`config.mk`:
```
export PLATFORM = sky130hd
export DESIGN_NAME = panel_key_interpreter
export DESIGN_NICKNAME = d
export VERILOG_FILES = /design/src/panel_pkg.sv /design/src/panel_if.sv /design/src/key_qualifier.sv /design/src/panel_key_interpreter.sv
export SDC_FILE = /design/constraint.sdc
export NUM_CORES = 1
export LEC_CHECK = 0
export ABC_AREA = 1
export ABC_CLOCK_PERIOD_IN_PS = 5200
export BUFFER_PORTS_ARGS = -buffer_cell sky130_fd_sc_hd__buf_2
export CAP_MARGIN = 10
export CORE_MARGIN = 2
export CORE_UTILIZATION = 30
export DETAILED_ROUTE_END_ITERATION = 8
export PLACE_DENSITY = 0.47
export SYNTH_ARGS = -nofsm -noshare
export SYNTH_HDL_FRONTEND = slang
export SYNTH_HIERARCHICAL = 1
export SYNTH_SLANG_ARGS = --single-unit
```
`constraint.sdc`:
```
create_clock -name mclk -period 5.2 [get_ports mclk]
set_input_delay 1.56 -clock mclk [delete_from_list [all_inputs] [get_ports mclk]]
set_output_delay 1.56 -clock mclk [all_outputs]
set_load 0.05 [all_outputs]
```
`src/panel_pkg.sv`:
```
package panel_pkg;
  // ------------------------------------------------------------
  // timing
  // ------------------------------------------------------------
  localparam int CLK_MHZ = 200;
  localparam int QUAL_US = 10;
  localparam int QUAL_CYC = QUAL_US * CLK_MHZ;
  localparam int BLINK_MS = 250;
  localparam int BLINK_CYC = BLINK_MS * 1000 * CLK_MHZ;
  // ------------------------------------------------------------
  // geometry and key codes
  // ------------------------------------------------------------
  localparam int ROWS = 4;
  localparam int COLS = 7;
  localparam int NODES = ROWS * COLS;
  localparam logic [1:0] ROW_LAST = 2'h3;
  localparam logic [2:0] COL_LAST = 3'h6;
  localparam logic [4:0] K_9 = 5'h09;
  localparam logic [4:0] K_UP = 5'h0a;
  localparam logic [4:0] K_DOWN = 5'h0b;
  localparam logic [4:0] K_LEFT = 5'h0c;
  localparam logic [4:0] K_RIGHT = 5'h0d;
  localparam logic [4:0] K_SHIFT = 5'h0e;
  localparam logic [4:0] K_SHORT_A = 5'h0f;
  localparam logic [4:0] K_SHORT_B = 5'h10;
  localparam logic [4:0] K_SUPERVISORY_KEY = 5'h11;
  localparam logic [4:0] K_ENTER = 5'h12;
  localparam logic [4:0] K_RESET = 5'h13;
  localparam logic [4:0] K_CLEAR = 5'h14;
  localparam logic [4:0] K_REF = 5'h15;
  localparam logic [4:0] K_NET = 5'h16;
  localparam logic [4:0] K_SEARCH_KEY = 5'h17;
  // ------------------------------------------------------------
  // registers, codes, reset values
  // ------------------------------------------------------------
  localparam logic [15:0] REG_A_DEF = 16'h4010;
  localparam logic [15:0] REG_B_DEF = 16'h4020;
  localparam logic [7:0] HR_PREFIX = 8'h40;
  localparam logic [3:0] A_CTRL = 4'h0;
  localparam logic [3:0] A_STAT = 4'h4;
  localparam logic [3:0] A_SHORT = 4'h8;
  localparam logic [3:0] A_FIELD = 4'hc;
  localparam int CTRL_MPROT = 0;
  localparam logic [3:0] SUP_EXIT = 4'h0;
  localparam logic [3:0] SUP_STOP = 4'h1;
  localparam logic [3:0] SUP_START = 4'h2;
  localparam logic [3:0] SUP_ERASE = 4'h3;
  localparam logic [3:0] SUP_LIVE = 4'h4;
  localparam logic [3:0] SUP_MAX = 4'h5;
  typedef enum logic [3:0] {M_EXAM = 4'b0001, M_ENTRY = 4'b0010,
    M_SUPERVISORY_KEY = 4'b0100, M_ERR = 4'b1000} mode_t;
  typedef enum logic [3:0] {S_CODE = 4'b0001, S_ARMED = 4'b0010,
    S_CONFIRM_PROMPT = 4'b0100, S_BUSY = 4'b1000} sup_t;
  typedef enum logic [3:0] {D_NUM = 4'b0001, D_BLANK = 4'b0010,
    D_CONFIRM_PROMPT = 4'b0100, D_DONE = 4'b1000} dsel_t;
  typedef enum logic [1:0] {R_NUM = 2'b01, R_SUP = 2'b10} rsel_t;
endpackage : panel_pkg

```
`src/panel_if.sv`:
```
`timescale 1ns/10ps
interface panel_if;
  logic stb;
  logic [4:0] code;
  modport src (output stb, output code);
  modport dst (input stb, input code);
endinterface : panel_if

```
`src/key_qualifier.sv`:
```
`timescale 1ns/10ps
module key_qualifier #(
  parameter int QUAL = panel_pkg::QUAL_CYC
) (
  // clock and reset
  input wire logic mclk,
  input wire logic rst_b,
  // raw keypad
  input wire logic key_down,
  input wire logic [4:0] key_code,
  // qualified keystrokes
  panel_if.src kif
);
  localparam int CW = $clog2(QUAL + 1);
  typedef struct packed {
    logic [CW-1:0] cnt;
    logic [4:0] code;
    logic fired;
    logic stb;
  } qst_t;
  qst_t q;
  qst_t d;

  if (QUAL < 2) begin : g_bad
    $error("QUAL must be at least 2");
  end

  // ------------------------------------------------------------
  // one pulse per firm, sustained press
  // ------------------------------------------------------------
  always_comb
  begin
    d = q;
    d.stb = 1'b0;
    if (!key_down || key_code != q.code)
    begin
      d.cnt = '0;
      d.fired = 1'b0;
      d.code = key_code;
    end
    else if (!q.fired)
    begin
      if (q.cnt == CW'(QUAL - 1))
      begin
        d.stb = 1'b1;
        d.fired = 1'b1;
      end
      else
      begin
        d.cnt = q.cnt + 1'b1;
      end
    end
  end

  always_ff @(posedge mclk)
  begin
    if (!rst_b)
      q <= '0;
    else
      q <= d;
  end

  assign kif.stb = q.stb;
  assign kif.code = q.code;

  a_brief_press: assert property (@(posedge mclk) disable iff (!rst_b)
    q.stb |-> $past(key_down) && q.cnt == CW'(QUAL - 1))
    else $error("keystroke accepted without a sustained press");
endmodule : key_qualifier

```
`src/panel_key_interpreter.sv`:
```
// The implementer's own choices: the register offsets and the plain strobed port.
`timescale 1ns/10ps
// Function
// - arrow keys move cursor one node, wrapping around rows and columns
// - status lamp lit when power flows through element under cursor
// - cursor blink overrides power flow indication at its node, except while supervisory blanks the nodes
// - shift selects shifted operation of dual keys, ignored on single keys
// - any key clears shift except reference, network and search keys
// - shortcut keys show registers 4010 and 4020 and their contents
// - shift plus shortcut redefines it from a holding_register_range data entry
// - shortcut assignments persist until explicitly redefined, program reload or reset
// - program reload restores the 4010 and 4020 shortcut defaults
// - supervisory key accepted only while memory protect is off
// - entering supervisory blanks displays, shows idle banner, link lamp stays
// - supervisory key, code, enter; code 4 acts on the digit
// - first enter shows confirm prompt, second enter executes
// - reference shows SUP and code while executing, data shows DONE
// - codes 0 to 5 decode exit, stop, start, erase, live, dump
// - erase only allowed after controller halted by code 1
// - reset in supervisory returns to examine at saved cursor
// - shift reset fully resets panel, cursor home row 1 column 1
// - clear loads 0000, blanks element type, enters data entry
// - clear ignored in supervisory and error modes
// - only firm, sustained presses become keystrokes
// - reset from any mode returns to examine; persisting error reappears
module panel_key_interpreter #(
  parameter int BLINK_CYC = panel_pkg::BLINK_CYC,
  parameter int QUAL = panel_pkg::QUAL_CYC
) (
  // clock and reset
  input wire logic mclk,
  input wire logic rst_b,
  // keypad
  input wire logic key_down,
  input wire logic [4:0] key_code,
  // register port
  input wire logic [3:0] addr,
  input wire logic [31:0] wdata,
  input wire logic wr,
  input wire logic rd,
  output logic [31:0] rdata,
  // controller link
  input wire logic [27:0] pf_in,
  input wire logic [15:0] reg_val_in,
  input wire logic err_in,
  input wire logic link_ok_in,
  input wire logic cmd_done_in,
  input wire logic logic_reload_in,
  output logic cmd_stb,
  output logic [3:0] cmd_code,
  output logic [15:0] view_ref,
  // display fields
  output logic [15:0] disp_ref,
  output panel_pkg::rsel_t ref_sel,
  output logic [3:0] ref_code,
  output logic [15:0] disp_data,
  output panel_pkg::dsel_t data_sel,
  output logic [27:0] node_out,
  output logic [1:0] cur_row,
  output logic [2:0] cur_col,
  output logic elem_blank,
  output logic net_blank,
  output logic enter_ind,
  output logic exam_ind,
  output logic shift_ind,
  output logic lamp,
  output logic link_good
);
  localparam int BW = $clog2(BLINK_CYC);
  typedef struct packed {
    panel_pkg::mode_t mode;
    panel_pkg::sup_t sup;
    panel_pkg::rsel_t ref_sel;
    panel_pkg::dsel_t dsel;
    logic shift;
    logic [1:0] row;
    logic [2:0] col;
    logic [1:0] srow;
    logic [2:0] scol;
    logic [15:0] data;
    logic [15:0] dfield;
    logic [15:0] vref;
    logic [15:0] sa;
    logic [15:0] sb;
    logic [3:0] code;
    logic live;
    logic halted;
    logic rtime;
    logic mprot;
    logic pf_blank;
    logic net_blank;
    logic elem_blank;
    logic exam;
    logic enter;
    logic lamp;
    logic link;
    logic cmd_stb;
    logic [27:0] node;
    logic blink;
    logic [BW-1:0] bcnt;
    logic [31:0] rdata;
  } st_t;
  typedef struct packed {
    logic [15:0] rsvd;
    logic [3:0] mode;
    logic [3:0] sup;
    logic shift;
    logic halted;
    logic rtime;
    logic [1:0] row;
    logic [2:0] col;
  } stat_t;
  localparam st_t ST_RST = '{mode: panel_pkg::M_EXAM, sup: panel_pkg::S_CODE,
    ref_sel: panel_pkg::R_NUM, dsel: panel_pkg::D_NUM,
    sa: panel_pkg::REG_A_DEF, sb: panel_pkg::REG_B_DEF,
    live: 1'b1, exam: 1'b1, default: '0};

  st_t q;
  st_t d;
  logic k;
  logic [4:0] kc;
  logic shifted;
  logic is_dig;
  logic [3:0] dig;
  logic [27:0] hit;
  logic [27:0] node_nxt;
  stat_t stat;

  if (BLINK_CYC < 2) begin : g_bad
    $error("BLINK_CYC must be at least 2");
  end

  // ------------------------------------------------------------
  // keystroke qualification
  // ------------------------------------------------------------
  panel_if kif();
  key_qualifier #(.QUAL(QUAL)) u_qual (
    .mclk(mclk),
    .rst_b(rst_b),
    .key_down(key_down),
    .key_code(key_code),
    .kif(kif.src)
  );
  assign k = kif.stb;
  assign kc = kif.code;

  // ------------------------------------------------------------
  // node display, cursor node blinks
  // ------------------------------------------------------------
  for (genvar r = 0; r < panel_pkg::ROWS; r++)
  begin : g_row
    for (genvar c = 0; c < panel_pkg::COLS; c++)
    begin : g_col
      localparam int N = r * panel_pkg::COLS + c;
      assign hit[N] = (q.row == 2'(r)) && (q.col == 3'(c));
      assign node_nxt[N] = q.pf_blank ? 1'b0 : (hit[N] ? q.blink : pf_in[N]);
    end
  end

  always_comb
  begin
    stat = '{mode: q.mode, sup: q.sup, shift: q.shift, halted: q.halted,
      rtime: q.rtime, row: q.row, col: q.col, default: '0};
  end

  // ------------------------------------------------------------
  // next state
  // ------------------------------------------------------------
  always_comb
  begin
    d = q;
    d.cmd_stb = 1'b0;
    d.rdata = '0;
    shifted = q.shift;
    is_dig = (kc <= panel_pkg::K_9);
    dig = kc[3:0];
    if (q.bcnt == BW'(BLINK_CYC - 1))
    begin
      d.bcnt = '0;
      d.blink = ~q.blink;
    end
    else
    begin
      d.bcnt = q.bcnt + 1'b1;
    end
    if (wr && addr == panel_pkg::A_CTRL)
      d.mprot = wdata[panel_pkg::CTRL_MPROT];
    if (rd)
    begin
      if (addr == panel_pkg::A_CTRL)
        d.rdata = 32'(q.mprot);
      else if (addr == panel_pkg::A_STAT)
        d.rdata = stat;
      else if (addr == panel_pkg::A_SHORT)
        d.rdata = {q.sb, q.sa};
      else if (addr == panel_pkg::A_FIELD)
        d.rdata = {q.vref, q.dfield};
    end
    if (logic_reload_in)
    begin
      d.sa = panel_pkg::REG_A_DEF;
      d.sb = panel_pkg::REG_B_DEF;
    end
    if (cmd_done_in && q.mode == panel_pkg::M_SUPERVISORY_KEY && q.sup == panel_pkg::S_BUSY)
    begin
      d.dsel = panel_pkg::D_DONE;
      d.sup = panel_pkg::S_CODE;
      if (q.code == panel_pkg::SUP_STOP)
        d.halted = 1'b1;
      else if (q.code == panel_pkg::SUP_START)
        d.halted = 1'b0;
    end
    if (k)
    begin
      if (kc != panel_pkg::K_REF && kc != panel_pkg::K_NET && kc != panel_pkg::K_SEARCH_KEY)
        d.shift = 1'b0;
      if (kc == panel_pkg::K_SHIFT)
        d.shift = 1'b1;
      if (kc == panel_pkg::K_RESET)
      begin
        d.mode = panel_pkg::M_EXAM;
        d.sup = panel_pkg::S_CODE;
        d.ref_sel = panel_pkg::R_NUM;
        d.dsel = panel_pkg::D_NUM;
        d.live = 1'b1;
        d.pf_blank = 1'b0;
        d.net_blank = 1'b0;
        d.elem_blank = 1'b0;
        if (shifted)
        begin
          d.row = '0;
          d.col = '0;
          d.data = '0;
          d.rtime = 1'b0;
        end
        else if (q.mode == panel_pkg::M_SUPERVISORY_KEY)
        begin
          d.row = q.srow;
          d.col = q.scol;
        end
      end
      else if (q.mode == panel_pkg::M_SUPERVISORY_KEY)
      begin
        if (is_dig && (q.sup == panel_pkg::S_CODE || q.sup == panel_pkg::S_ARMED)
            && dig <= panel_pkg::SUP_MAX)
        begin
          d.code = dig;
          d.dsel = panel_pkg::D_BLANK;
          if (dig == panel_pkg::SUP_LIVE)
          begin
            d.cmd_stb = 1'b1;
            d.rtime = 1'b1;
            d.sup = panel_pkg::S_BUSY;
          end
          else
          begin
            d.sup = panel_pkg::S_ARMED;
          end
        end
        else if (kc == panel_pkg::K_ENTER && q.sup == panel_pkg::S_ARMED)
        begin
          if (q.code == panel_pkg::SUP_EXIT)
          begin
            d.mode = panel_pkg::M_EXAM;
            d.ref_sel = panel_pkg::R_NUM;
            d.dsel = panel_pkg::D_NUM;
            d.pf_blank = 1'b0;
            d.net_blank = 1'b0;
            d.elem_blank = 1'b0;
            d.row = q.srow;
            d.col = q.scol;
          end
          else
          begin
            d.sup = panel_pkg::S_CONFIRM_PROMPT;
            d.dsel = panel_pkg::D_CONFIRM_PROMPT;
          end
        end
        else if (kc == panel_pkg::K_ENTER && q.sup == panel_pkg::S_CONFIRM_PROMPT)
        begin
          if (q.code == panel_pkg::SUP_ERASE && !q.halted)
          begin
            d.mode = panel_pkg::M_ERR;
          end
          else
          begin
            d.cmd_stb = 1'b1;
            d.sup = panel_pkg::S_BUSY;
            d.dsel = panel_pkg::D_BLANK;
          end
        end
      end
      else if (q.mode != panel_pkg::M_ERR)
      begin
        case (kc)
          panel_pkg::K_UP: d.row = q.row - 1'b1;
          panel_pkg::K_DOWN: d.row = q.row + 1'b1;
          panel_pkg::K_LEFT: d.col = (q.col == '0) ? panel_pkg::COL_LAST : q.col - 1'b1;
          panel_pkg::K_RIGHT: d.col = (q.col == panel_pkg::COL_LAST) ? '0 : q.col + 1'b1;
          panel_pkg::K_SHORT_A, panel_pkg::K_SHORT_B:
          begin
            if (shifted && q.data[15:8] != panel_pkg::HR_PREFIX)
            begin
              d.mode = panel_pkg::M_ERR;
            end
            else
            begin
              d.mode = panel_pkg::M_EXAM;
              d.live = 1'b1;
              d.dsel = panel_pkg::D_NUM;
              if (shifted)
              begin
                d.vref = q.data;
                d.elem_blank = 1'b1;
                if (kc == panel_pkg::K_SHORT_A)
                  d.sa = q.data;
                else
                  d.sb = q.data;
              end
              else
              begin
                d.vref = (kc == panel_pkg::K_SHORT_A) ? q.sa : q.sb;
              end
            end
          end
          panel_pkg::K_SUPERVISORY_KEY:
          begin
            if (!q.mprot)
            begin
              d.mode = panel_pkg::M_SUPERVISORY_KEY;
              d.sup = panel_pkg::S_CODE;
              d.code = panel_pkg::SUP_EXIT;
              d.srow = q.row;
              d.scol = q.col;
              d.ref_sel = panel_pkg::R_SUP;
              d.dsel = panel_pkg::D_BLANK;
              d.pf_blank = 1'b1;
              d.net_blank = 1'b1;
              d.elem_blank = 1'b1;
            end
          end
          panel_pkg::K_CLEAR:
          begin
            d.data = '0;
            d.live = 1'b0;
            d.dsel = panel_pkg::D_NUM;
            d.elem_blank = 1'b1;
            d.mode = panel_pkg::M_ENTRY;
          end
          panel_pkg::K_ENTER: d.mode = panel_pkg::M_EXAM;
          default:
          begin
            if (is_dig)
            begin
              d.data = {q.data[11:0], dig};
              d.live = 1'b0;
              d.dsel = panel_pkg::D_NUM;
              d.mode = panel_pkg::M_ENTRY;
            end
          end
        endcase
      end
    end
    if (err_in)
      d.mode = panel_pkg::M_ERR;
    d.dfield = d.live ? reg_val_in : d.data;
    d.exam = (d.mode == panel_pkg::M_EXAM);
    d.enter = (d.mode == panel_pkg::M_ENTRY);
    d.node = node_nxt;
    d.lamp = !q.pf_blank && |(hit & pf_in);
    d.link = link_ok_in;
  end

  always_ff @(posedge mclk)
  begin
    if (!rst_b)
      q <= ST_RST;
    else
      q <= d;
  end

  // ------------------------------------------------------------
  // outputs
  // ------------------------------------------------------------
  assign rdata = q.rdata;
  assign cmd_stb = q.cmd_stb;
  assign cmd_code = q.code;
  assign view_ref = q.vref;
  assign disp_ref = q.vref;
  assign ref_sel = q.ref_sel;
  assign ref_code = q.code;
  assign disp_data = q.dfield;
  assign data_sel = q.dsel;
  assign node_out = q.node;
  assign cur_row = q.row;
  assign cur_col = q.col;
  assign elem_blank = q.elem_blank;
  assign net_blank = q.net_blank;
  assign enter_ind = q.enter;
  assign exam_ind = q.exam;
  assign shift_ind = q.shift;
  assign lamp = q.lamp;
  assign link_good = q.link;

  // ------------------------------------------------------------
  // checks
  // ------------------------------------------------------------
  a_cursor_wrap: assert property (@(posedge mclk) disable iff (!rst_b)
    k && kc == panel_pkg::K_RIGHT && q.col == panel_pkg::COL_LAST && !err_in
    && (q.mode == panel_pkg::M_EXAM || q.mode == panel_pkg::M_ENTRY)
    |=> q.col == '0 && $stable(q.row))
    else $error("cursor did not wrap to column one");
  a_blink_wins: assert property (@(posedge mclk) disable iff (!rst_b)
    !$past(q.pf_blank) |-> |(q.node & $past(hit)) == $past(q.blink))
    else $error("cursor node not showing blink phase");
  a_shift_held: assert property (@(posedge mclk) disable iff (!rst_b)
    k && q.shift && (kc == panel_pkg::K_NET || kc == panel_pkg::K_SEARCH_KEY) |=> q.shift)
    else $error("shift dropped by network or search key");
  a_reload_dflt: assert property (@(posedge mclk) disable iff (!rst_b)
    logic_reload_in && !k |=> q.sa == panel_pkg::REG_A_DEF && q.sb == panel_pkg::REG_B_DEF)
    else $error("shortcut defaults not restored");
  a_protect_block: assert property (@(posedge mclk) disable iff (!rst_b)
    k && kc == panel_pkg::K_SUPERVISORY_KEY && q.mprot && q.mode != panel_pkg::M_SUPERVISORY_KEY
    |=> q.mode != panel_pkg::M_SUPERVISORY_KEY)
    else $error("supervisory entered under memory protect");
  a_code4_now: assert property (@(posedge mclk) disable iff (!rst_b)
    k && q.mode == panel_pkg::M_SUPERVISORY_KEY && q.sup == panel_pkg::S_CODE && !err_in
    && kc == 5'(panel_pkg::SUP_LIVE) |=> cmd_stb && cmd_code == panel_pkg::SUP_LIVE)
    else $error("live display code did not issue at once");
  a_confirm_prompt_prompt: assert property (@(posedge mclk) disable iff (!rst_b)
    k && kc == panel_pkg::K_ENTER && q.mode == panel_pkg::M_SUPERVISORY_KEY && !err_in
    && q.sup == panel_pkg::S_ARMED && q.code != panel_pkg::SUP_EXIT
    |=> data_sel == panel_pkg::D_CONFIRM_PROMPT && !cmd_stb ##1 !cmd_stb)
    else $error("first enter did not show confirm prompt");
  a_erase_halted: assert property (@(posedge mclk) disable iff (!rst_b)
    cmd_stb && cmd_code == panel_pkg::SUP_ERASE |-> q.halted)
    else $error("erase issued while controller scanning");
  a_clear_ignored: assert property (@(posedge mclk) disable iff (!rst_b)
    k && kc == panel_pkg::K_CLEAR && q.mode == panel_pkg::M_SUPERVISORY_KEY && !err_in
    |=> q.mode == panel_pkg::M_SUPERVISORY_KEY && $stable(q.data))
    else $error("clear acted in supervisory mode");
  a_bad_code: assert property (@(posedge mclk) disable iff (!rst_b)
    k && q.mode == panel_pkg::M_SUPERVISORY_KEY && kc > 5'(panel_pkg::SUP_MAX) && kc <= panel_pkg::K_9
    && !cmd_done_in
    |=> !cmd_stb && $stable(q.code) && $stable(q.sup))
    else $error("invalid supervisory code accepted");
endmodule : panel_key_interpreter

```
## Word level (Yosys, flattened, before mapping)

Index checks and enable logic that the tools add are counted.
Widths: inputs -> output; s select.

- Flip-flop bits (word level): 226
- Bits of input ports: 94
- Word-level logic and storage cells: 328

- Add/subtract/negate cells: 6
- $lt $le $gt $ge: 2
- Equality and inequality tests: 53
- Multiplexer cells: 133
- Bitwise operators: 11
- Reductions and logical operators: 86

Operator list:

| kind | count |
|---|---|
| $mux 32 | 7 |
| $mux 16 | 9 |
| $mux 4 | 22 |
| $mux 37 | 2 |
| $mux 14 | 4 |
| $mux 5 | 10 |
| $mux 1 | 49 |
| $mux 41 | 1 |
| $logic_and 1x1->1 | 40 |
| $mux 36 | 1 |
| $pmux 16 s2 | 1 |
| $eq 5x4->1 const B | 6 |
| $mux 3 | 10 |
| $and 28x28->28 | 1 |
| $reduce_or 28->1 | 1 |
| $add 26x1->26 const B | 1 |
| $eq 26x26->1 const B | 1 |
| $mux 26 | 1 |
| $eq 5x5->1 const B | 5 |
| $mux 21 | 1 |
| $reduce_and 7->1 | 3 |
| $pmux 4 s5 | 1 |
| $reduce_and 6->1 | 3 |
| $eq 4x2->1 const B | 4 |
| other kinds (50) | 107 |

## Depth between registers and ports, before layout

Gate-level depths: netlist (run 1).

- Depth after elaboration: 13
- Mapped depth: 15
- Mapped depth without buffers: 14

## By module

The synthesis (run 1) kept the hierarchy.

Modules (own cells, without submodules):

| module | times used | cells an instance | area each (µm²) | seq. area each (µm²) |
|---|---|---|---|---|
| panel_key_interpreter | 1 | 1608 | 11168.2 | 4144.0 |
| key_qualifier | 1 | 143 | 1011.0 | 360.3 |

## Worst setup path after synthesis (run 1)

Ideal clock, no wire load.

- Path kind: input-to-reg
- Start: input addr[2]
- End: register q (netlist bit rdata[10])
- Arrival: 2.665 ns
- Setup slack: 2.420 ns
- Stages: 7
- Path buffers: 2
- Path through: clkbuf_1 > nor2_1 > nand2_1 > clkbuf_1 > o22ai_1 > o21ai_0 > inv_1

- Longest elaborated chain between the ends: 4

RTL lines:

| element | line | source |
|---|---|---|
| start: declaration | panel_key_interpreter.sv:37 | `input wire logic [3:0] addr,` |
| $eq 4x4->1 | panel_key_interpreter.sv:196 | `else if (addr == panel_pkg::A_FIELD)` |
| $mux 32 | panel_key_interpreter.sv:196 |  |
| $mux 32 | panel_key_interpreter.sv:194 | `else if (addr == panel_pkg::A_SHORT)` |
| $mux 16 | panel_key_interpreter.sv:192 | `else if (addr == panel_pkg::A_STAT)` |
| end signal: assignment | panel_key_interpreter.sv:377 | `q <= ST_RST;` |
| end signal: assignment | panel_key_interpreter.sv:379 | `q <= d;` |
| end: declaration | panel_key_interpreter.sv:118 | `st_t q;` |

Several ways; a longest one is shown, not always the timed one.
A chain may end at the register's enable or synchronous reset.

## Final worst setup path (run 1)

- Start: register q (netlist bit cur_col[2])
- End: output cur_col[2]

RTL lines:

| element | line | source |
|---|---|---|
| end: declaration | panel_key_interpreter.sv:60 | `output logic [2:0] cur_col,` |

No word-level cell between the ends.

==> results.md, run 1 <==
- Clock Skew: roughly 0.014 ns
- Total power: ~4.3 mW
- DR vias: 11200
- WL per Instance: around 16 um
- Initial detailed-routing violation count: between 700 and 800
- Peak VDD IR: 0.200 mV
- Slowest CP cell: dfxtp_1
- RSZ-0062 raised after global routing: false
- First-pass GRT wire length: ~58000 um
- CP Class: reg -> out
- Full die area: between 40000 and 50000 um^2
- Final core utilization: approximately a third
- IO Pins: approximately 230
- CP Cell Sequence: buf_2
- Startpoint Class: flip-flop
- CP Buf/Inv Count: 1
- Grt ovf: 0
- DRT Pass-1 Iters: 5
- Worst skew pair latency: roughly 0.56 ns
- Initial core utilization: between 30 and 40%
- H-tree depth: 1
- Hold Crit Class: reg -> reg
- CTS Root Cell: clkbuf_16
- TritonCTS Buffers: 29
- Register-to-Register Path Depth: 12
- Fin crit share: between 50% and 60%
- Slack of the critical path: 2.17 ns
- Crit end category: output pin
- Min cycle time layout: ~3 ns
- CP delay by family, top: flip-flops
- N_diodes: 0
- Ys async rst share: 0%
- Worst EP arrival: 1.47 ns
- Die width: approximately 210 um
- RR Endpoint: disp_data[13]
- Count of cell types in the netlist: 53
- Status: finished clean
- Leakage power: 6.16 nW
- # DRC: 0
- Vias in the first global route: around 10000
- Post-Syn Area: 12200 um^2
- Synth Register Bits: ~230
- Final ANT Viol Nets: 0
- Req. time, crit path: 3.64 ns
- Routability-driven placement congestion ratio: around 0.92
- GRT Resource Usage Total: 17.6%
- Nets@finish: approximately 1900
- Synth Instances: between 1500 and 2000
- Cell Rows: 73
- Hold_buf cts: 0
- Antenna violations before repair: 0
- Vias per inst: 4.77
- Cts repair resizes: 0
- Max Freq: around 0.33 GHz
- FF-to-FF setup slack: between 2 and 2.5 ns
- Crit path max fanout: 12
- CP startpoint: cur_col[2]
- Die height: roughly 200 um
- Place WS: roughly 1.7 ns
- YS warnings: 6
- PD cells: 316 nW/um^2
- Avg Cell Area, Syn: between 6 and 7 um^2
- CTS tree: yes
- Clock Tree Buf Depth: 3
- Critical path's largest stage delay: 0.57 ns
- End point of the critical path: cur_col[2]
- Slew of the pin with the lowest slew margin: ~0.86 ns
- Layout area overhead: 12.4%
- # setup viols final: 0
- Largest net degree at the start of global routing: 50
- Hold path start: q[32]
- Maxcap violations: 0
- CTS Sinks: about 230
- Final wirelength: between 30000 and 40000 um
- Dpl hpwl: 28400 um
- Fin Setup TNS: 0 ns
- Core box area: between 30000 and 40000 um^2
- Setup bufs post-CTS: 0
- Final Hold Fails: 0
- IO buf count: roughly 200
- Main synth FF type: dfxtp_1
- Syn_nets: around 1900
- Number of synthesized flops with an enable pin: 0
- FF-to-FF Start: u_qual/kif.code[4]
- Share of layout cells above drive strength 1: about a fifth
- Slew Limit Headroom: a little over two fifths
- Clock Pin Slew Worst Setup and Hold Paths: around 0.06 ns
- Slew Viols, Final: 0
- Critical path depth: 1
- Sequential area share after synthesis: between 30% and 40%
-- worst min path at each step --
stage,endpoint,depth (start not counted)
2_1_floorplan,q[32],1
3_3_place_gp,q[32],1
3_5_place_dp,q[133],2
4_1_cts,q[107],2
5_1_grt,q[107],2
6_report,q[32],1
-- layout make-up --
| cell class | instances | area [um^2] |
|---|---|---|
| sequential | 225 | 4500 |
| tap | 525 | 657 |
| inverter | 219 | 828 |
| clock inverter | 14 | 226 |
| multi-input combinational | 1111 | 5540 |
| clock buffer | 39 | 863 |
| fill | 4343 | 26200 |
| timing repair buffer | 206 | 1070 |
-- state kept, by name, indices dropped and copies added, names as in the netlist, 2 cells and up --
name / flops
q: 93
rdata: 32
node_out: 28
disp_data: 16
disp_ref: 16
u_qual/q: 12
u_qual/kif.code: 5
cmd_code: 4
data_sel: 4
cur_col: 3
cur_row: 2
ref_sel: 2
-- stage by stage --
| step | instance area, um^2 | instances | hold WS (ns) |
|---|---|---|---|
| floorplan | 12200 | 1751 | 0.418 |
| global placement | 12600 | 2286 | 0.432 |
| detailed placement | 12600 | 2286 | 0.449 |
| CTS | 13700 | 2339 | 0.463 |
| global route | 13700 | 2339 | 0.478 |
| finish | 13700 | 2339 | 0.455 |
-- synthesized netlist by cell type (5+ instances only) --
library cell / count / area, um^2
inv_2: 15 / 56.3
nand2_1: 317 / 1190
nand3_1: 93 / 465
nand3_2: 8 / 80.1
nand2_4: 5 / 56.3
nand2_2: 14 / 87.6
buf_2: 15 / 75.1
a21oi_1: 155 / 776
o21ai_1: 19 / 95.1
o21ai_0: 92 / 460
buf_6: 5 / 56.3
nor2_1: 205 / 769
clkbuf_1: 30 / 113
nor2_4: 7 / 78.8
buf_4: 137 / 1030
ha_1: 12 / 150
o211ai_1: 8 / 60.1
o22ai_1: 36 / 225
xor2_1: 7 / 61.3
dfxtp_1: 225 / 4500
nand4_1: 38 / 238
nor2_2: 14 / 87.6
nor4_1: 5 / 31.3
nor3_1: 19 / 95.1
inv_1: 199 / 747
a211oi_1: 13 / 97.6
buf_1: 9 / 33.8
-- per-layer routing --
metal	part of all wire (%)	global-route usage (%)	vias up
met4	1.8	4.70	0
met1	47	24.8	5143
met2	45	28.2	328
li1	-	-	5650
met3	6.1	2.39	44
met5	0	0	-
-- logic make-up (layout without fill, tap and decap cells) --
group	Yosys count	after routing	share of synthesized area, %
adder cells (fa/ha/maj)	12	12	1.23
AND/OR/NAND/NOR	746	746	27.9
AO/OA/AOI/OAI	343	343	15.6
buffers and inverters	415	478	17.5
flip-flops	225	225	37.0
XOR/XNOR	10	10	0.719
-- layout by cell type (no fill, tap or decap), types with 29 or more instances in the layout --
cell | netlist | routed
buf_2 | 15 | 197
nor2_1 | 205 | 204
clkbuf_16 | 0 | 29
a21oi_1 | 155 | 155
o22ai_1 | 36 | 36
inv_1 | 199 | 198
nand2_1 | 317 | 317
dfxtp_1 | 225 | 225
nand3_1 | 93 | 93
nand4_1 | 38 | 38
o21ai_0 | 92 | 92
-- power breakdown --
part	internal [mW]	switching [mW]	total (mW)
clock network	1.45	0.792	2.24
registers	1.75	0.0218	1.77
logic	0.0777	0.231	0.309
(Power assumes the default switching activity.)
==> run 2, diff against run 1 <==
--- a/config.mk
+++ b/config.mk
@@ -5,14 +5,14 @@
 export SDC_FILE = /design/constraint.sdc
 export NUM_CORES = 1
 export LEC_CHECK = 0
-export ABC_AREA = 1
-export ABC_CLOCK_PERIOD_IN_PS = 5200
+export ABC_AREA = 0
+export ABC_CLOCK_PERIOD_IN_PS = 2700
 export BUFFER_PORTS_ARGS = -buffer_cell sky130_fd_sc_hd__buf_2
 export CAP_MARGIN = 10
 export CORE_MARGIN = 2
 export CORE_UTILIZATION = 30
 export DETAILED_ROUTE_END_ITERATION = 8
-export PLACE_DENSITY = 0.47
+export PLACE_DENSITY = 0.5
 export SYNTH_ARGS = -nofsm -noshare
 export SYNTH_HDL_FRONTEND = slang
 export SYNTH_HIERARCHICAL = 1
==> constraint.sdc (replaced) <==
create_clock -name mclk -period 2.7 [get_ports mclk]
set_input_delay 0.81 -clock mclk [delete_from_list [all_inputs] [get_ports mclk]]
set_output_delay 0.81 -clock mclk [all_outputs]
set_load 0.05 [all_outputs]
==> run 2 against run 1 <==
Compared with the run above: worst hold slack got worse by 0.0064 ns; final area down 4.1%; combinational power increased by 86%; count of clock-buffer cells in the layout decreased by 4; critical path depth rose by 5; utilization grew 0.80 points; clock skew fell by 0.0025 ns; clock power grew 77%; global-route usage up 0.085 points; via count decreased by 13%; total power increased by 84%; sequential power is 93% higher; critical endpoint is now exam_ind; largest cell class unchanged; largest power group unchanged; highest routed layer is now met5.
==> results.md, run 2 <==
- Critical path's largest stage delay: around 0.65 ns
- Largest area contributor in the netlist: dfxtp_1
- Commonest cells in the netlist: dfxtp_1 (225), nand2_1 (139), nor2_1 (134)
- Ys async rst share: 0%
- Main synth FF type: dfxtp_1
- Final instance area: about 13000 um^2
- Die height: around 200 um
- Crit end category: flip-flop
- Status: finished clean
- Startpoint Class: flip-flop
- Hold_ws: approximately 0.45 ns
- Top reg by flops: q
- Initial core utilization: 30.3%
- Avg Cell Area, Syn: about 8.3 um^2
- Placed cell areas: 12100 um^2
- Slew Limit Headroom: between 20% and 30%
- CTS tree: yes
- IO buf count: 197
- Nets@finish: ~1500
- Slowest CP cell: or4_1
- Yosys top cell area share: ~40%
- Req. time, crit path: ~3.2 ns
- Maxcap violations: 0
- Grt ovf: 0
- Clock Tree Buf Depth: 3
- Final core utilization: a little over a third
- Full die area: about 39000 um^2
- Min cycle time layout: around 2.5 ns
- Count leader, synth: dfxtp_1
- PD cells: between 600 and 700 nW/um^2
- Worst skew pair latency: approximately 0.57 ns
- Share of layout cells above drive strength 1: 23.8%
- Final ANT Viol Nets: 0
- DR vias: between 9000 and 10000
- Dpl hpwl: roughly 27000 um
- Peak VDD IR: approximately 0.42 mV
- Sequential area share after synthesis: 39.8%
- IO Pins: between 200 and 250
- WL per Instance: 18.3 um
- CTS Root Cell: clkbuf_16
- Final Hold Fails: 0
- Count of cell types in the netlist: 87
- GRT Resource Usage Total: about 18%
- Fin crit share: about 90%
- Worst EP arrival: between 2 and 3 ns
- Max Freq: about 0.40 GHz
- Synth Register Bits: ~230
- Crit path max fanout: 6
- H-tree depth: 1
- CP Cell Sequence: or4_1 > nor4_4 > o32ai_1 > a31oi_1 > nand4_1 > o31ai_2
- Initial detailed-routing violation count: 604
- Commonest non-fill, non-tap cell in the layout: dfxtp_1
- Cell Rows: 71
- Core box area: ~37000 um^2
- RSZ-0062 raised after global routing: false
- Syn_nets: approximately 1500
- Final wirelength: between 30000 and 40000 um
- Vias per inst: slightly below 5
- Number of synthesized flops with an enable pin: 0
- Hold Crit Class: in -> reg
- YS warnings: 6
- Total power: 7.95 mW
- Slew of the pin with the lowest slew margin: 1.07 ns
- Die width: ~200 um
- Post-Syn Area: 11300 um^2
- DRT Pass-1 Iters: 6
- First-pass GRT wire length: around 54000 um
- Antenna violations before repair: 2
- # setup viols final: 0
- Max FFs per register: slightly above 90
- Most frequent cells in the layout: dfxtp_1 (225), buf_2 (197), nand2_1 (139)
- CP Class: reg -> reg
- # DRC: 0
- Setup bufs post-CTS: 0
- Largest net degree at the start of global routing: 45
- Hold_buf cts: 0
- Routability-driven placement congestion ratio: roughly 0.86
- Vias in the first global route: 9091
- Ranking of synthesized cells by area: dfxtp_1 (40%), buf_4 (8.8%), nand2_1 (4.6%)
- Clock Skew: 0.0118 ns
- Fin Setup TNS: 0 ns
- Clock Pin Slew Worst Setup and Hold Paths: ~0.06 ns
- Layout area overhead: 15.9%
- Synth Instances: approximately 1400
- FF-to-FF setup slack: roughly 0.21 ns
- CTS Sinks: 225
- TritonCTS Buffers: 27
- Leakage power: between 5 and 6 nW
- Cts repair resizes: 0
- Slew Viols, Final: 0
[run 2: cell count changes in the layout (fill, tap and decap cells not counted), moves of 28 or more]
cell      previous run  this run
o22ai_1             36         2
inv_1              198        18
buf_4                8        65
nand4_1             38        10
a22oi_1              3        56
nand3_1             93        50
a21oi_1            155        90
mux2i_1              0        39
nand2_1            317       139
nor2_1             204       134
o21ai_0             92        57
nand2b_1             0        39
[run 2: critical path, delay by kind of cell (launching register included)]
family	cells	cell delay, ns
AO/OA/AOI/OAI	3	0.70
AND/OR/NAND/NOR	3	1.29
flip-flops	1	0.39
[run 2: worst paths after layout]
check,depth (start not counted),endpoint,from
max,6,exam_ind,cmd_code[0]
min,2,link_good,link_ok_in
max reg2reg,6,exam_ind,cmd_code[0]
min reg2reg,1,q[32],q[32]
[run 2: through the flow]
| step | instances | worst slack [ns] |
|---|---|---|
| floorplan | 1365 | 0.290 |
| global placement | 1917 | 0.172 |
| detailed placement | 1917 | 0.148 |
| CTS | 1963 | 0.123 |
| global route | 1964 | 0.0713 |
| finish | 1964 | 0.214 |
[run 2: power by group]
group          internal (mW)  switching [mW]
sequential              3.37          0.0345
clock                   2.47            1.51
combinational          0.178           0.396
total                   6.02            1.94
[run 2: cell type report]
type,instances,area (um^2)
Antenna cell,1,2.50
Clock buffer,35,766
Clock inverter,11,200
Fill cell,3979,24300
Inverter,20,75.1
Multi-Input combinational cell,896,5410
Sequential cell,225,4500
Tap cell,511,639
Timing Repair Buffer,265,1530
[run 2: kinds of logic (layout without fill, tap and decap cells)]
group | count (synthesis) | after routing | share of synthesized area (%)
other | 0 | 1 | 0
buffers and inverters | 244 | 331 | 12.7
adder cells (fa/ha/maj) | 12 | 12 | 1.33
AO/OA/AOI/OAI | 286 | 286 | 16.3
flip-flops | 225 | 225 | 39.8
AND/OR/NAND/NOR | 519 | 519 | 23.3
XOR/XNOR | 38 | 38 | 2.94
multiplexers | 41 | 41 | 3.65
[run 2: metal layers]
metal | up-vias | part of all wire [%] | GRT usage (%)
met2 | 304 | 44 | 27.1
met5 | - | 0.036 | 0
li1 | 4767 | - | -
met4 | 2 | 1.9 | 5.21
met3 | 51 | 6.5 | 3.00
met1 | 4615 | 48 | 25.4
==> run 3, diff against run 2 <==
--- a/config.mk
+++ b/config.mk
@@ -6,13 +6,14 @@
 export NUM_CORES = 1
 export LEC_CHECK = 0
 export ABC_AREA = 0
-export ABC_CLOCK_PERIOD_IN_PS = 2700
+export ABC_CLOCK_PERIOD_IN_PS = 2000
 export BUFFER_PORTS_ARGS = -buffer_cell sky130_fd_sc_hd__buf_2
 export CAP_MARGIN = 10
 export CORE_MARGIN = 2
 export CORE_UTILIZATION = 30
 export DETAILED_ROUTE_END_ITERATION = 8
 export PLACE_DENSITY = 0.5
+export REMOVE_ABC_BUFFERS = 1
 export SYNTH_ARGS = -nofsm -noshare
 export SYNTH_HDL_FRONTEND = slang
 export SYNTH_HIERARCHICAL = 1
==> constraint.sdc (replaced) <==
create_clock -name mclk -period 2 [get_ports mclk]
set_input_delay 0.6 -clock mclk [delete_from_list [all_inputs] [get_ports mclk]]
set_output_delay 0.6 -clock mclk [all_outputs]
set_load 0.05 [all_outputs]
==> run 3 against run 2 <==
Compared with the run above: the flow now finishes with violations (negative setup slack); global-route usage rose by 0.33 points; clock skew rose by 0.0053 ns; critical path depth rose by 2; sequential share of layout area fell by 3.9 points; via count rose by 4.8%; largest cell class unchanged; largest power group unchanged.
==> results.md, run 3 (synthesis results as in run 2) <==
- Status: finished with violations
- Failing checks: negative setup slack
- Filler instances: 3778
- Worst skew pair latency: approximately 0.55 ns
- CTS Sinks: 225
- Slew of the pin with the lowest slew margin: between 0.4 and 0.5 ns
- DR vias: 10200
- CP Cell Sequence: or4b_4 > buf_4 > or3_4 > buf_6 > nor2_2 > a31oi_2 > nor4_2 > a41o_1
- Leakage power: between 6 and 7 nW
- Net switching power: around 2.7 mW
- Hold Crit Class: in -> reg
- Cell Rows: 71
- Top reg by flops: q
- Die height: a little under 200 um
- Initial core utilization: just over 30%
- Slew Limit Headroom: between 60% and 70%
- Core box area: approximately 37000 um^2
- GRT Resource Usage Total: between 10% and 20%
- Routability-driven placement congestion ratio: ~0.9
- Vias in the first global route: about 9800
- Grt ovf: 0
- RSZ-0062 raised after global routing: true
- H-tree depth: 1
- Internal power: a little under 8 mW
- Clock Pin Slew Worst Setup and Hold Paths: around 0.060 ns
- Final Hold Fails: 0
- Slowest CP cell: or4b_4
- Final ANT Viol Nets: 0
- Logic pwr share: under 10%
- Antenna violations before repair: 3
- Sw Ratio: roughly a quarter
- Critical path's largest stage delay: between 0.5 and 0.6 ns
- Req. time, crit path: about 2.5 ns
- First-pass GRT wire length: between 50000 and 60000 um
- TritonCTS Buffers: 26
- IO Pins: around 230
- Final wirelength: approximately 36000 um
- Final core utilization: approximately 40%
- # DRC: 0
- WL per Instance: about 17 um
- # setup viols final: 46
- Die width: 198 um
- Peak VDD IR: approximately 0.42 mV
- Min cycle time layout: roughly 2.2 ns
- Commonest non-fill, non-tap cell in the layout: dfxtp_1
- Maxcap violations: 0
- Max FFs per register: 93
- Crit end category: flip-flop
- Worst EP arrival: between 2 and 3 ns
- Max Freq: 0.456 GHz
- Fin crit share: 110%
- CTS Root Cell: clkbuf_16
- Vias per inst: 4.86
- FF-to-FF setup slack: -0.19 ns
- Final Instance Count excl. Fillers: 2100
- CP Class: reg -> reg
- Startpoint Class: flip-flop
- PD cells: around 700 nW/um^2
- Clock share of power: between 40% and 50%
- Hold_buf cts: 0
- Initial detailed-routing violation count: about 690
- Clock Tree Buf Depth: 3
- Share of layout cells above drive strength 1: between 30 and 40%
- Dpl hpwl: between 20000 and 30000 um
- Clock Skew: between 0.015 and 0.02 ns
- Slack of the critical path: -0.192 ns
- Layout area overhead: 31.6%
- Slew Viols, Final: 0
- DRT Pass-1 Iters: 7
- IO buf count: 197
- Largest net degree at the start of global routing: 30
- Flop pwr share: a little over two fifths
- CTS tree: yes
- Place WS: -0.263 ns
- Most frequent cells in the layout: dfxtp_1 (210), buf_2 (197), buf_4 (164)
- N_diodes: 0
- Nets@finish: 1675
- Full die area: 39300 um^2
- Crit path max fanout: 3
- Placed insts: just over 2000
[run 3: layout make-up]
| type | instances | area [um^2] | area share [%] |
|---|---|---|---|
| clock buffers | 33 | 707 | 4.74 |
| clock inverters | 15 | 184 | 1.23 |
| inverters | 20 | 75.1 | 0.504 |
| multi-input cells | 896 | 5930 | 39.8 |
| flip-flops and latches | 225 | 4530 | 30.4 |
| well taps | 511 | 639 | 4.29 |
| repair buffers | 400 | 2840 | 19.0 |
[run 3: per-stage QoR]
stage	power, mW	hold slack [ns]	area, um^2	setup TNS, ns
after floorplan	5.13	0.413	9950	-121.20
after global placement	5.54	0.422	13000	-11.80
after detailed placement	5.54	0.433	13000	-13.37
after CTS	10.6	0.240	14300	-4.26
after global routing	10.9	0.269	14900	-9.94
final	10.5	0.271	14900	-3.34
[run 3: worst max-delay path, delay by kind of cell (launching register included)]
family	cells	cell delay (ns)
AO/OA/AOI/OAI	2	0.19
buffers and inverters	2	0.28
flip-flops	1	0.32
AND/OR/NAND/NOR	4	1.34
[run 3: per-layer routing]
layer  GRT usage (%)  vias up  share of wire [%]
li1                -     5036                  -
met1            24.8     4868                 47
met2            29.1      245                 46
met3            2.93       53                5.2
met4            5.15        6                2.1
met5               0        -               0.11
[run 3: worst paths after layout]
check,from,to,depth (start not counted)
worst max-delay path,q[200],data_sel[2],8
worst min-delay path,err_in,q[206],2
worst max register to register,q[200],data_sel[2],8
worst min register to register,q[32],q[32],1
[run 3: what timing repair did]
| action | CTS | global route |
|---|---|---|
| pin swaps | 20 | 38 |
| gates cloned | 2 | 2 |
| endpoints found under the hold margin | 0 | 0 |
| buffers inserted | 13 | 21 |
| setup endpoints to repair | 124 | 124 |
| resized for setup | 63 | 136 |
[run 3: power groups by stage]
stage	Combinational, mW	Clock, mW	Sequential, mW
finish	0.923	4.94	4.60
global route	0.987	5.27	4.60
CTS	0.876	5.08	4.59
detailed placement	0.850	0	4.69
global placement	0.851	0	4.69
floorplan	0.239	0	4.89
